--- config.mk ---
export PLATFORM = sky130hd
export DESIGN_NAME = rxcmd_gen
export DESIGN_NICKNAME = d
export VERILOG_FILES = /design/src/hdl/rxcmd_pkg.sv /design/src/hdl/rxcmd_byte.sv /design/src/hdl/rxcmd_gen.sv
export SDC_FILE = /design/constraint.sdc
export NUM_CORES = 1
export LEC_CHECK = 0
export ABC_AREA = 1
export BUFFER_PORTS_ARGS = -buffer_cell sky130_fd_sc_hd__buf_2
export CAP_MARGIN = 25
export CORE_UTILIZATION = 48
export CTS_CLUSTER_SIZE = 8
export DETAILED_ROUTE_END_ITERATION = 16
export GPL_TIMING_DRIVEN = 0
export PLACE_DENSITY_LB_ADDON = 0.15
export REMOVE_ABC_BUFFERS = 1
export SYNTH_ARGS = -nofsm -noshare
export SYNTH_HDL_FRONTEND = slang
export SYNTH_SLANG_ARGS = --single-unit
--- constraint.sdc ---
create_clock -name CLK_I -period 0.9 [get_ports CLK_I]
set_input_delay 0.225 -clock CLK_I [delete_from_list [all_inputs] [get_ports CLK_I]]
set_output_delay 0.225 -clock CLK_I [all_outputs]
set_load 0.1 [all_outputs]
--- src/hdl/rxcmd_pkg.sv ---
package rxcmd_pkg;
  // status byte field positions
  localparam int LS_LSB = 0;
  localparam int VB_LSB = 2;
  localparam int EV_LSB = 4;
  localparam int ID_BIT = 6;
  localparam int ALT_BIT = 7;
  // encoded vbus levels
  localparam logic [1:0] VB_BELOW_END = 2'h0;
  localparam logic [1:0] VB_END_SESS = 2'h1;
  localparam logic [1:0] VB_SESS_VLD = 2'h2;
  localparam logic [1:0] VB_ABOVE_VLD = 2'h3;
  // encoded receive events
  localparam logic [1:0] EV_IDLE = 2'h0;
  localparam logic [1:0] EV_RX_OK = 2'h1;
  localparam logic [1:0] EV_DISCON = 2'h2;
  localparam logic [1:0] EV_RX_ERR = 2'h3;
  localparam logic [7:0] BYTE_RESET = 8'h00;
  localparam logic [7:0] IDLE_BYTE = 8'h00;
  typedef enum logic [1:0] {
    ST_IDLE = 2'b00,
    ST_TURN = 2'b01,
    ST_SEND = 2'b11,
    ST_DONE = 2'b10
  } send_state_t;
endpackage

--- src/hdl/rxcmd_byte.sv ---
`timescale 1ns/100ps
// builds the status byte from synchronised status levels and unsynchronised receive event inputs
module rxcmd_byte
  import rxcmd_pkg::*;
(
  input wire logic [1:0] line_i,
  input wire logic sess_end_i,
  input wire logic sess_vld_i,
  input wire logic vbus_vld_i,
  input wire logic rx_active_i,
  input wire logic rx_error_i,
  input wire logic host_discon_i,
  input wire logic id_i,
  input wire logic alt_int_i,
  output logic [7:0] byte_o
);
  wire [1:0] vb_code;
  wire [1:0] ev_code;
  assign vb_code = vbus_vld_i ? VB_ABOVE_VLD :
                   sess_vld_i ? VB_SESS_VLD :
                   sess_end_i ? VB_BELOW_END : VB_END_SESS;
  assign ev_code = host_discon_i ? EV_DISCON :
                   !rx_active_i ? EV_IDLE :
                   rx_error_i ? EV_RX_ERR : EV_RX_OK;
  always_comb
  begin
    byte_o = 8'h00;
    byte_o[LS_LSB +: 2] = line_i;
    byte_o[VB_LSB +: 2] = vb_code;
    byte_o[EV_LSB +: 2] = ev_code;
    byte_o[ID_BIT] = id_i;
    byte_o[ALT_BIT] = alt_int_i;
  end
endmodule

--- src/hdl/rxcmd_gen.sv ---
`timescale 1ns/100ps
// Operation
// - Status bytes go out only in synchronous mode while dir is high.
// - A line state change with dir low sends a status byte at once.
// - During receive, a status byte is driven whenever dir=1, nxt=0.
// - During transmit status bytes wait until stop, then are sent.
// - A change of the vbus or id comparator outputs sends a status byte.
// - After start-up, dir dropped with stop low, a status byte is sent.
// - The link raises stop to leave a special mode; a byte follows.
// - Byte bits 1:0 carry the full-speed line state.
// - Line bit 0 follows the positive line, bit 1 the negative line.
// - Bits 3:2 encode the vbus level in four bands.
// - Bits 5:4 at 00 mean no receive, no error, no disconnect.
// - Bit 6 mirrors the id pin.
// - Bit 7 flags an unmasked carkit interrupt; the link reads the latch.
module rxcmd_gen
  import rxcmd_pkg::*;
(
  input wire logic CLK_I,
  input wire logic NRST_I,
  input wire logic CE_I,
  input wire logic SYNC_MODE_I,
  input wire logic STARTUP_I,
  input wire logic TX_ACTIVE_I,
  input wire logic SPECIAL_MODE_I,
  input wire logic STP_I,
  input wire logic DP_I,
  input wire logic DM_I,
  input wire logic SESS_END_I,
  input wire logic SESS_VLD_I,
  input wire logic VBUS_VLD_I,
  input wire logic ID_I,
  input wire logic RX_ACTIVE_I,
  input wire logic RX_ERROR_I,
  input wire logic HOST_DISCON_I,
  input wire logic ALT_INT_I,
  input wire logic RX_NXT_I,
  input wire logic RX_DIR_I,
  output logic DIR_O,
  output logic DATA_OE_O,
  output logic [7:0] DATA_O,
  output logic PENDING_O
);
  ////////////////////////////////////////////////////////////////////////
  // pin synchronisers: only the second stage is read
  localparam int NSYNC = 6;
  logic [NSYNC-1:0] meta_ff, sync_ff, prev_ff;
  wire [NSYNC-1:0] raw_in;
  assign raw_in = {ALT_INT_I, ID_I, VBUS_VLD_I, SESS_VLD_I,
                   SESS_END_I, DM_I} ;
  logic dp_meta_ff, dp_ff;
  always_ff @(posedge CLK_I)
  begin
    if (!NRST_I)
    begin
      meta_ff <= '0;
      sync_ff <= '0;
      dp_meta_ff <= 1'b0;
      dp_ff <= 1'b0;
    end
    else if (CE_I)
    begin
      meta_ff <= raw_in;
      sync_ff <= meta_ff;
      dp_meta_ff <= DP_I;
      dp_ff <= dp_meta_ff;
    end
  end
  wire [1:0] line_now;
  wire [1:0] line_prev;
  assign line_now = {sync_ff[0], dp_ff};
  assign line_prev = {prev_ff[0], prev_ff[5]};
  wire [3:0] cmp4_now = {sync_ff[4], sync_ff[3], sync_ff[2], sync_ff[1]};
  wire [3:0] cmp4_prev = {prev_ff[4], prev_ff[3], prev_ff[2], prev_ff[1]};
  ////////////////////////////////////////////////////////////////////////
  // event sources
  // change detectors stay blind until the synchronisers hold real pins
  localparam int WARM = 3;
  logic [WARM-1:0] warm_ff;
  logic stp_d_ff, spec_d_ff, boot_ff;
  wire armed = warm_ff[WARM-1];
  wire line_chg = (line_now != line_prev) && armed;
  wire cmp_chg = (cmp4_now != cmp4_prev) && armed;
  wire stp_rise = STP_I && !stp_d_ff;
  wire tx_end = TX_ACTIVE_I && stp_rise;
  wire mode_exit = spec_d_ff && !SPECIAL_MODE_I && stp_d_ff;
  wire start_evt = STARTUP_I && !boot_ff && !RX_DIR_I && !STP_I;
  wire rx_slot = RX_ACTIVE_I && RX_DIR_I && !RX_NXT_I;
  wire hold_tx = TX_ACTIVE_I && !STP_I;
  wire new_evt = line_chg || cmp_chg || tx_end || mode_exit || start_evt;
  logic pend_ff;
  send_state_t st_ff, nxt_st;
  wire can_go = SYNC_MODE_I && !hold_tx && !RX_DIR_I;
  // a send slot lost to a mode drop keeps the byte queued
  wire sent = (st_ff == ST_SEND) && oe_ff;
  // set beats the clear in the sending cycle
  wire nxt_pend = new_evt || (pend_ff && !sent);
  always_comb
  begin
    nxt_st = st_ff;
    unique case (st_ff)
      ST_IDLE: if (pend_ff && can_go) nxt_st = ST_TURN;
      ST_TURN: nxt_st = ST_SEND;
      ST_SEND: nxt_st = ST_DONE;
      ST_DONE: nxt_st = ST_IDLE;
    endcase
  end
  always_ff @(posedge CLK_I)
  begin
    if (!NRST_I)
    begin
      prev_ff <= '0;
      warm_ff <= '0;
      stp_d_ff <= 1'b0;
      spec_d_ff <= 1'b0;
      boot_ff <= 1'b0;
      pend_ff <= 1'b0;
      st_ff <= ST_IDLE;
    end
    else if (CE_I)
    begin
      prev_ff <= {dp_ff, sync_ff[4:0]};
      warm_ff <= {warm_ff[WARM-2:0], 1'b1};
      stp_d_ff <= STP_I;
      spec_d_ff <= SPECIAL_MODE_I;
      boot_ff <= STARTUP_I && (boot_ff || start_evt);
      pend_ff <= nxt_pend;
      st_ff <= nxt_st;
    end
  end
  ////////////////////////////////////////////////////////////////////////
  // byte build and bus drive
  logic [7:0] status_byte;
  rxcmd_byte u_byte (
    .line_i(line_now),
    .sess_end_i(sync_ff[1]),
    .sess_vld_i(sync_ff[2]),
    .vbus_vld_i(sync_ff[3]),
    .rx_active_i(RX_ACTIVE_I),
    .rx_error_i(RX_ERROR_I),
    .host_discon_i(HOST_DISCON_I),
    .id_i(sync_ff[4]),
    .alt_int_i(sync_ff[5]),
    .byte_o(status_byte)
  );
  logic [7:0] data_ff;
  logic oe_ff;
  wire drive_now = SYNC_MODE_I && ((nxt_st == ST_SEND) || rx_slot);
  always_ff @(posedge CLK_I)
  begin
    if (!NRST_I)
    begin
      data_ff <= BYTE_RESET;
      oe_ff <= 1'b0;
    end
    else if (CE_I)
    begin
      data_ff <= drive_now ? status_byte : IDLE_BYTE;
      oe_ff <= drive_now;
    end
  end
  assign DATA_O = data_ff;
  assign DATA_OE_O = oe_ff;
  assign DIR_O = (st_ff != ST_IDLE);
  assign PENDING_O = pend_ff;
  ////////////////////////////////////////////////////////////////////////
  property p_sync_only;
    @(posedge CLK_I) disable iff (!NRST_I)
    (oe_ff && $past(CE_I)) |-> $past(SYNC_MODE_I);
  endproperty
  a_sync_only: assert property (p_sync_only)
    else $error("status byte outside sync mode");
  property p_line_send;
    @(posedge CLK_I) disable iff (!NRST_I)
    (CE_I && line_chg && st_ff == ST_IDLE && can_go && !pend_ff)
      |=> pend_ff;
  endproperty
  a_line_send: assert property (p_line_send)
    else $error("line change not queued");
  property p_rx_slot;
    @(posedge CLK_I) disable iff (!NRST_I)
    (CE_I && rx_slot && SYNC_MODE_I) |=> oe_ff;
  endproperty
  a_rx_slot: assert property (p_rx_slot)
    else $error("receive slot missed");
  property p_tx_hold;
    @(posedge CLK_I) disable iff (!NRST_I)
    (CE_I && st_ff == ST_IDLE && hold_tx) |=> st_ff == ST_IDLE;
  endproperty
  a_tx_hold: assert property (p_tx_hold)
    else $error("sent during transmit");
  property p_cmp;
    @(posedge CLK_I) disable iff (!NRST_I)
    (CE_I && cmp_chg) |=> pend_ff;
  endproperty
  a_cmp: assert property (p_cmp)
    else $error("comparator change lost");
  property p_walk;
    @(posedge CLK_I) disable iff (!NRST_I)
    (CE_I && st_ff == ST_IDLE && nxt_st == ST_TURN)
      |=> DIR_O ##0 (!CE_I || st_ff == ST_TURN);
  endproperty
  a_walk: assert property (p_walk)
    else $error("send walk broken");
  property p_ls;
    @(posedge CLK_I) disable iff (!NRST_I)
    (CE_I && drive_now) |=> DATA_O[1:0] == $past(line_now);
  endproperty
  a_ls: assert property (p_ls)
    else $error("line state field wrong");
  property p_id;
    @(posedge CLK_I) disable iff (!NRST_I)
    (CE_I && drive_now) |=> DATA_O[ID_BIT] == $past(sync_ff[4]);
  endproperty
  a_id: assert property (p_id)
    else $error("id field wrong");
  property p_vb;
    @(posedge CLK_I) disable iff (!NRST_I)
    (CE_I && drive_now && sync_ff[3])
      |=> DATA_O[VB_LSB +: 2] == VB_ABOVE_VLD;
  endproperty
  a_vb: assert property (p_vb)
    else $error("vbus field wrong");
  property p_discon;
    @(posedge CLK_I) disable iff (!NRST_I)
    (CE_I && drive_now && HOST_DISCON_I)
      |=> DATA_O[EV_LSB +: 2] == EV_DISCON;
  endproperty
  a_discon: assert property (p_discon)
    else $error("disconnect code wrong");
  c_send: cover property (@(posedge CLK_I) st_ff == ST_SEND);
  c_start: cover property (@(posedge CLK_I) start_evt);
  c_rx: cover property (@(posedge CLK_I) rx_slot);
  c_txend: cover property (@(posedge CLK_I) tx_end);
endmodule

# Yosys cells after proc, flatten, opt, wreduce, memory -nomap -nowiden
# Index checks and enable logic that the tools add are counted.
# word_totals
regBits	38
wordCells	64
out_inout_bits	11
input_bits	20
# classes
n_eq_ne	6
reduce_logical	36
n_mux	9
# op_table
operator	count
$logic_and A1 B1 Y1	19
$mux W2	6
$logic_not A1 Y1	8
$mux W8	1
$pmux W2 S4	1
$logic_or A1 B1 Y1	7
$eq A2 B2 Y1 const B	3
$ne A4 B4 Y1	1
$eq A2 B1 Y1 const B	1
$logic_not A2 Y1	1
$ne A2 B2 Y1	1
$reduce_bool A2 Y1	1
$mux W1	1

# Longest topological paths before layout
# depth
word_depth	12
mapped_depth	9
mapped_depth_nobuf	9

# By module
# A second synthesis with hierarchy kept.
# unflattened
hier_cells	215
hier_area_um2	1565.3
# by_module_without_submodules
mod	area_each_um2	instances	seq_area_each_um2	cells_per_inst
rxcmd_gen	1501.4	1	760.7	203
rxcmd_byte	63.8	1	0.0	12

# Worst setup path before layout
# Ideal clock, no wire load.
# synth_path
path_type	reg-to-reg
startpoint	register oe_ff, in the netlist DATA_OE_O
endpoint	register pend_ff, in the netlist PENDING_O
required_ps	768
synth_period_minus_slack_ps	1393
setup_time_ps	132
n_path_buf	0
setup_slack_ps	-493
stages_incl_launch_ff	4
arrival_ps	1261
cell_sequence	dfxtp_1 -> nand2_1 -> o21ai_0 -> a21oi_1
# synth_via
elab_chain_len	4
# synth_lines
item	line_no	text
start, declared	rxcmd_gen.sv:147	logic oe_ff;
start signal, assigned	rxcmd_gen.sv:159	oe_ff <= drive_now;
$logic_and A1 B1 Y1	rxcmd_gen.sv:95	wire sent = (st_ff == ST_SEND) && oe_ff;
$logic_not A1 Y1	rxcmd_gen.sv:97	wire nxt_pend = new_evt || (pend_ff && !sent);
$logic_and A1 B1 Y1	rxcmd_gen.sv:97	
$logic_or A1 B1 Y1	rxcmd_gen.sv:97	
end signal, assigned	rxcmd_gen.sv:127	pend_ff <= nxt_pend;
end, declared	rxcmd_gen.sv:91	logic pend_ff;
# No other way between the ends.
# A chain may end at the register's enable or synchronous reset.

# Worst setup path in the final report
# layout_path
startpoint	register st_ff[0]
endpoint	output DIR_O
# layout_via
elab_chain_len	1
# layout_lines
item	line_no	text
start, declared	rxcmd_gen.sv:92	send_state_t st_ff, nxt_st;
start signal, assigned	rxcmd_gen.sv:128	st_ff <= nxt_st;
$reduce_bool A2 Y1	rxcmd_gen.sv:164	assign DIR_O = (st_ff != ST_IDLE);
end, declared	rxcmd_gen.sv:39	output logic DIR_O,
# No other way between the ends.

==> run_results.csv <==
group,metric,value,unit
outcome,status,"finished, violations left",
outcome,violations,"negative setup slack",
power_and_ir_drop,p_sw,0.9440,mW
clock_tree,path_clk_slew,110,ps
global_route,grt_pass1_vias,1385,
sta,setup-violations-final,22,
power_and_ir_drop,leakage,0.8753,nW
floorplanning,die_h,58.37,um
worst_setup_path,max_stage_delay,340,ps
detailed_routing,ant_nets,0,
power_and_ir_drop,ir_worst_vdd,1.042,mV
detailed_routing,drt_iter0_drc,69,
clock_tree,clock_path_buffers,2,
sta,tightest_slew,525.9,ps
global_route,grt_usage,0.2237,
floorplanning,pin_count,31,
detailed_routing,route.detailed.drc,0,
power_and_ir_drop,seqPwrFrac,0.564,
worst_setup_path,critPathSlowestCell,"dfxtp_2",
worst_setup_path,endpoint_kind,"output pin",
synthesis,yosysTopAreaCell,"dfxtp_1",
sta,hold_viol_final,0,
cells_and_area,fillers,278,
worst_setup_path,cp_num_buf_inv,1,
floorplanning,fp.coreArea,0.003028,mm2
detailed_routing,dr_total_vias,1503,
synthesis,syn-cell-area,0.001525,mm2
cells_and_area,seq_area,787.0,um2
sta,finalSetupTns,-4141,ps
sta,fmax,0.7597,GHz
worst_setup_path,reg2regPathDepth,4,
place,dp_hpwl,1.851,mm
synthesis,ys_seq_elements,38,
clock_tree,htreeDepth,2,
sta,rsz0062_at_grt,"true",
cells_and_area,nNetsFinal,265,
power_and_ir_drop,power_density,1557,mW/mm2
min_path,hold_class,"primary input to register",
worst_setup_path,crit_chain,"or2_4, buf_12",
worst_setup_path,crit_cells,2,
global_route,antenna_found_initial,0,
clock_tree,cts_root_buf,"clkbuf_4",
power_and_ir_drop,swShare,0.2903,
worst_setup_path,cp_top_family,"flip-flops",
floorplanning,initial_core_util,0.5037,
cells_and_area,final_common_cell,"nand2_1",
cells_and_area,layout_common_cells,"nand2_1, nor2_1, a21oi_1, o21ai_0, dfxtp_2",
global_route,grt_pass1_wl,5.816,mm
floorplanning,die_area,0.003407,mm2
global_route,grt_max_degree,40,
worst_setup_path,worstSetupPathType,"register to output pin",
clock_tree,cts-buffers-inserted,5,
clock_tree,cts_hold_buf,0,
synthesis,syn_avg_cell_area,7.440,um2
flow_run,max-cap-violations,0,
detailed_routing,detail_route.wl_per_cell,12.82,um
synthesis,synth.area.top_cells,"dfxtp_1, nand2_1, a21oi_1, o21ai_0, nor2_1",
sta,drv_slew,0,
cells_and_area,antenna_cells,0,
sta,setup_ws,-416.3,ps
cells_and_area,finish.utilization,0.6897,
clock_tree,insertion_delay,340,ps
floorplanning,rows,20,
synthesis,synth_top_area_share,0.4988,
worst_setup_path,startpoint_type,"register",
cells_and_area,drive_gt1_frac,0.3469,
floorplanning,die_x,58.37,um
sta,finClkSkew,15.47,ps
synthesis,post_synth_inst_count,205,
clock_tree,cts_tree,"yes",
sta,worst_slew_margin_rel,0.6490,
sta,post-route-period-util,1.463,
cells_and_area,final_area,0.002088,mm2
sta,fin_crit,1316,ps
detailed_routing,vias_per_cell,5.201,
synthesis,synth.distinct_cells,19,
global_route,grt_overflow,0,
power_and_ir_drop,pwr-share-clk,0.247,
detailed_routing,first_pass_iters,6,
place,port-buffer-count,30,
cells_and_area,syn_to_final_growth,36.92,%
place,placed_cell_area,0.001683,mm2
detailed_routing,finalWirelength,3.705,mm
worst_setup_path,crit_arrival,1090,ps
min_path,hold_depth,3,
worst_setup_path,crit_required,670,ps
power_and_ir_drop,power_frac_comb,0.189,
clock_tree,cts_sinks,38,
synthesis,yosysWarnings,0,
place,gp_congestion,0.7053,
cells_and_area,multiInputGateArea,695.7,um2
power_and_ir_drop,internal_power,2.308,mW
worst_setup_path,path_max_fanout,2,
synthesis,yosysSeqAreaShare,0.4988,
-- cell type report --
cell class                      instances  area share
Multi-Input combinational cell        139      0.3331
Sequential cell                        38      0.3769
Timing Repair Buffer                   43      0.2025
Tap cell                               44     0.02636
Inverter                               18     0.03954
Clock buffer                            7     0.02157
-- final timing paths --
kind | start | to | slack, ps
min | SESS_VLD_I | meta_ff[2]$_SDFFE_PN0P_ | 110
min reg2reg | warm_ff[0]$_SDFFE_PN0P_ | warm_ff[1]$_SDFFE_PN0P_ | 460
max reg2reg | st_ff[0]$_SDFFE_PN0P_ | PENDING_O$_SDFFE_PN0P_ | -290
max | st_ff[0]$_SDFFE_PN0P_ | DIR_O | -420
-- state kept, by name, indices dropped and copies added, names as in the netlist --
signal	cells
dp_meta_ff	1
prev_ff	6
spec_d_ff	1
stp_d_ff	1
sync_ff	6
DATA_OE_O	1
boot_ff	1
warm_ff	3
st_ff	2
meta_ff	6
dp_ff	1
DATA_O	8
PENDING_O	1
-- worst min-delay path, delay by kind of cell --
kind	cells	cell delay, ps
buffers and inverters	1	70
AND/OR/NAND/NOR	2	110
-- what timing repair did --
action	CTS	global route
pin swaps	8	13
gates cloned	1	0
endpoints found under the setup margin	42	27
gates resized for setup	77	8
setup buffers	9	4
-- cell usage after synthesis --
cell / instances
nand2_1: 40
dfxtp_1: 38
a21oi_1: 27
nor2_1: 27
o21ai_0: 25
inv_1: 16
nand4_1: 9
buf_2: 5
clkbuf_1: 4
nand3_1: 4
buf_1: 2
a21o_1: 1
a31oi_1: 1
clkinv_1: 1
inv_2: 1
o221a_2: 1
o31ai_4: 1
or2_2: 1
xor2_1: 1
-- kinds of logic after synthesis --
logic type / count (synthesis) / share of synthesized area
AOI/OAI and AO/OA: 56 / 0.2010
xor gates and xnor gates: 1 / 0.005743
buffers and inverters: 29 / 0.07546
DFF: 38 / 0.4988
and+or+nand+nor: 81 / 0.2190
-- stage by stage --
stage               power (mW)  setup slack (ps)  std cells  hold WS, ps
floorplan                2.163            -493.9        194        314.4
global placement         2.311             -1549        268        443.8
detailed placement       2.316             -1489        268        444.3
CTS                      3.224            -412.7        285        103.0
global route             3.416            -444.7        289        102.9
finish                   3.252            -416.3        289        114.5
-- per-layer routing --
metal  vias to the layer above  track usage  part of all wire
met4                         0       0.1088             0.030
met2                        47       0.3711              0.47
met1                       682       0.2737              0.45
li1                        757            -                 -
met5                         -            0                 0
met3                        17      0.05275             0.048
-- power groups by stage --
stage | clock (mW) | combinational (mW) | sequential, mW
2_1_floorplan | 0 | 0.236 | 1.93
3_3_place_gp | 0 | 0.456 | 1.86
3_5_place_dp | 0 | 0.457 | 1.86
4_1_cts | 0.818 | 0.575 | 1.83
5_1_grt | 0.901 | 0.667 | 1.85
6_report | 0.802 | 0.615 | 1.83
No activity file was read; power rests on OpenSTA's default activity.
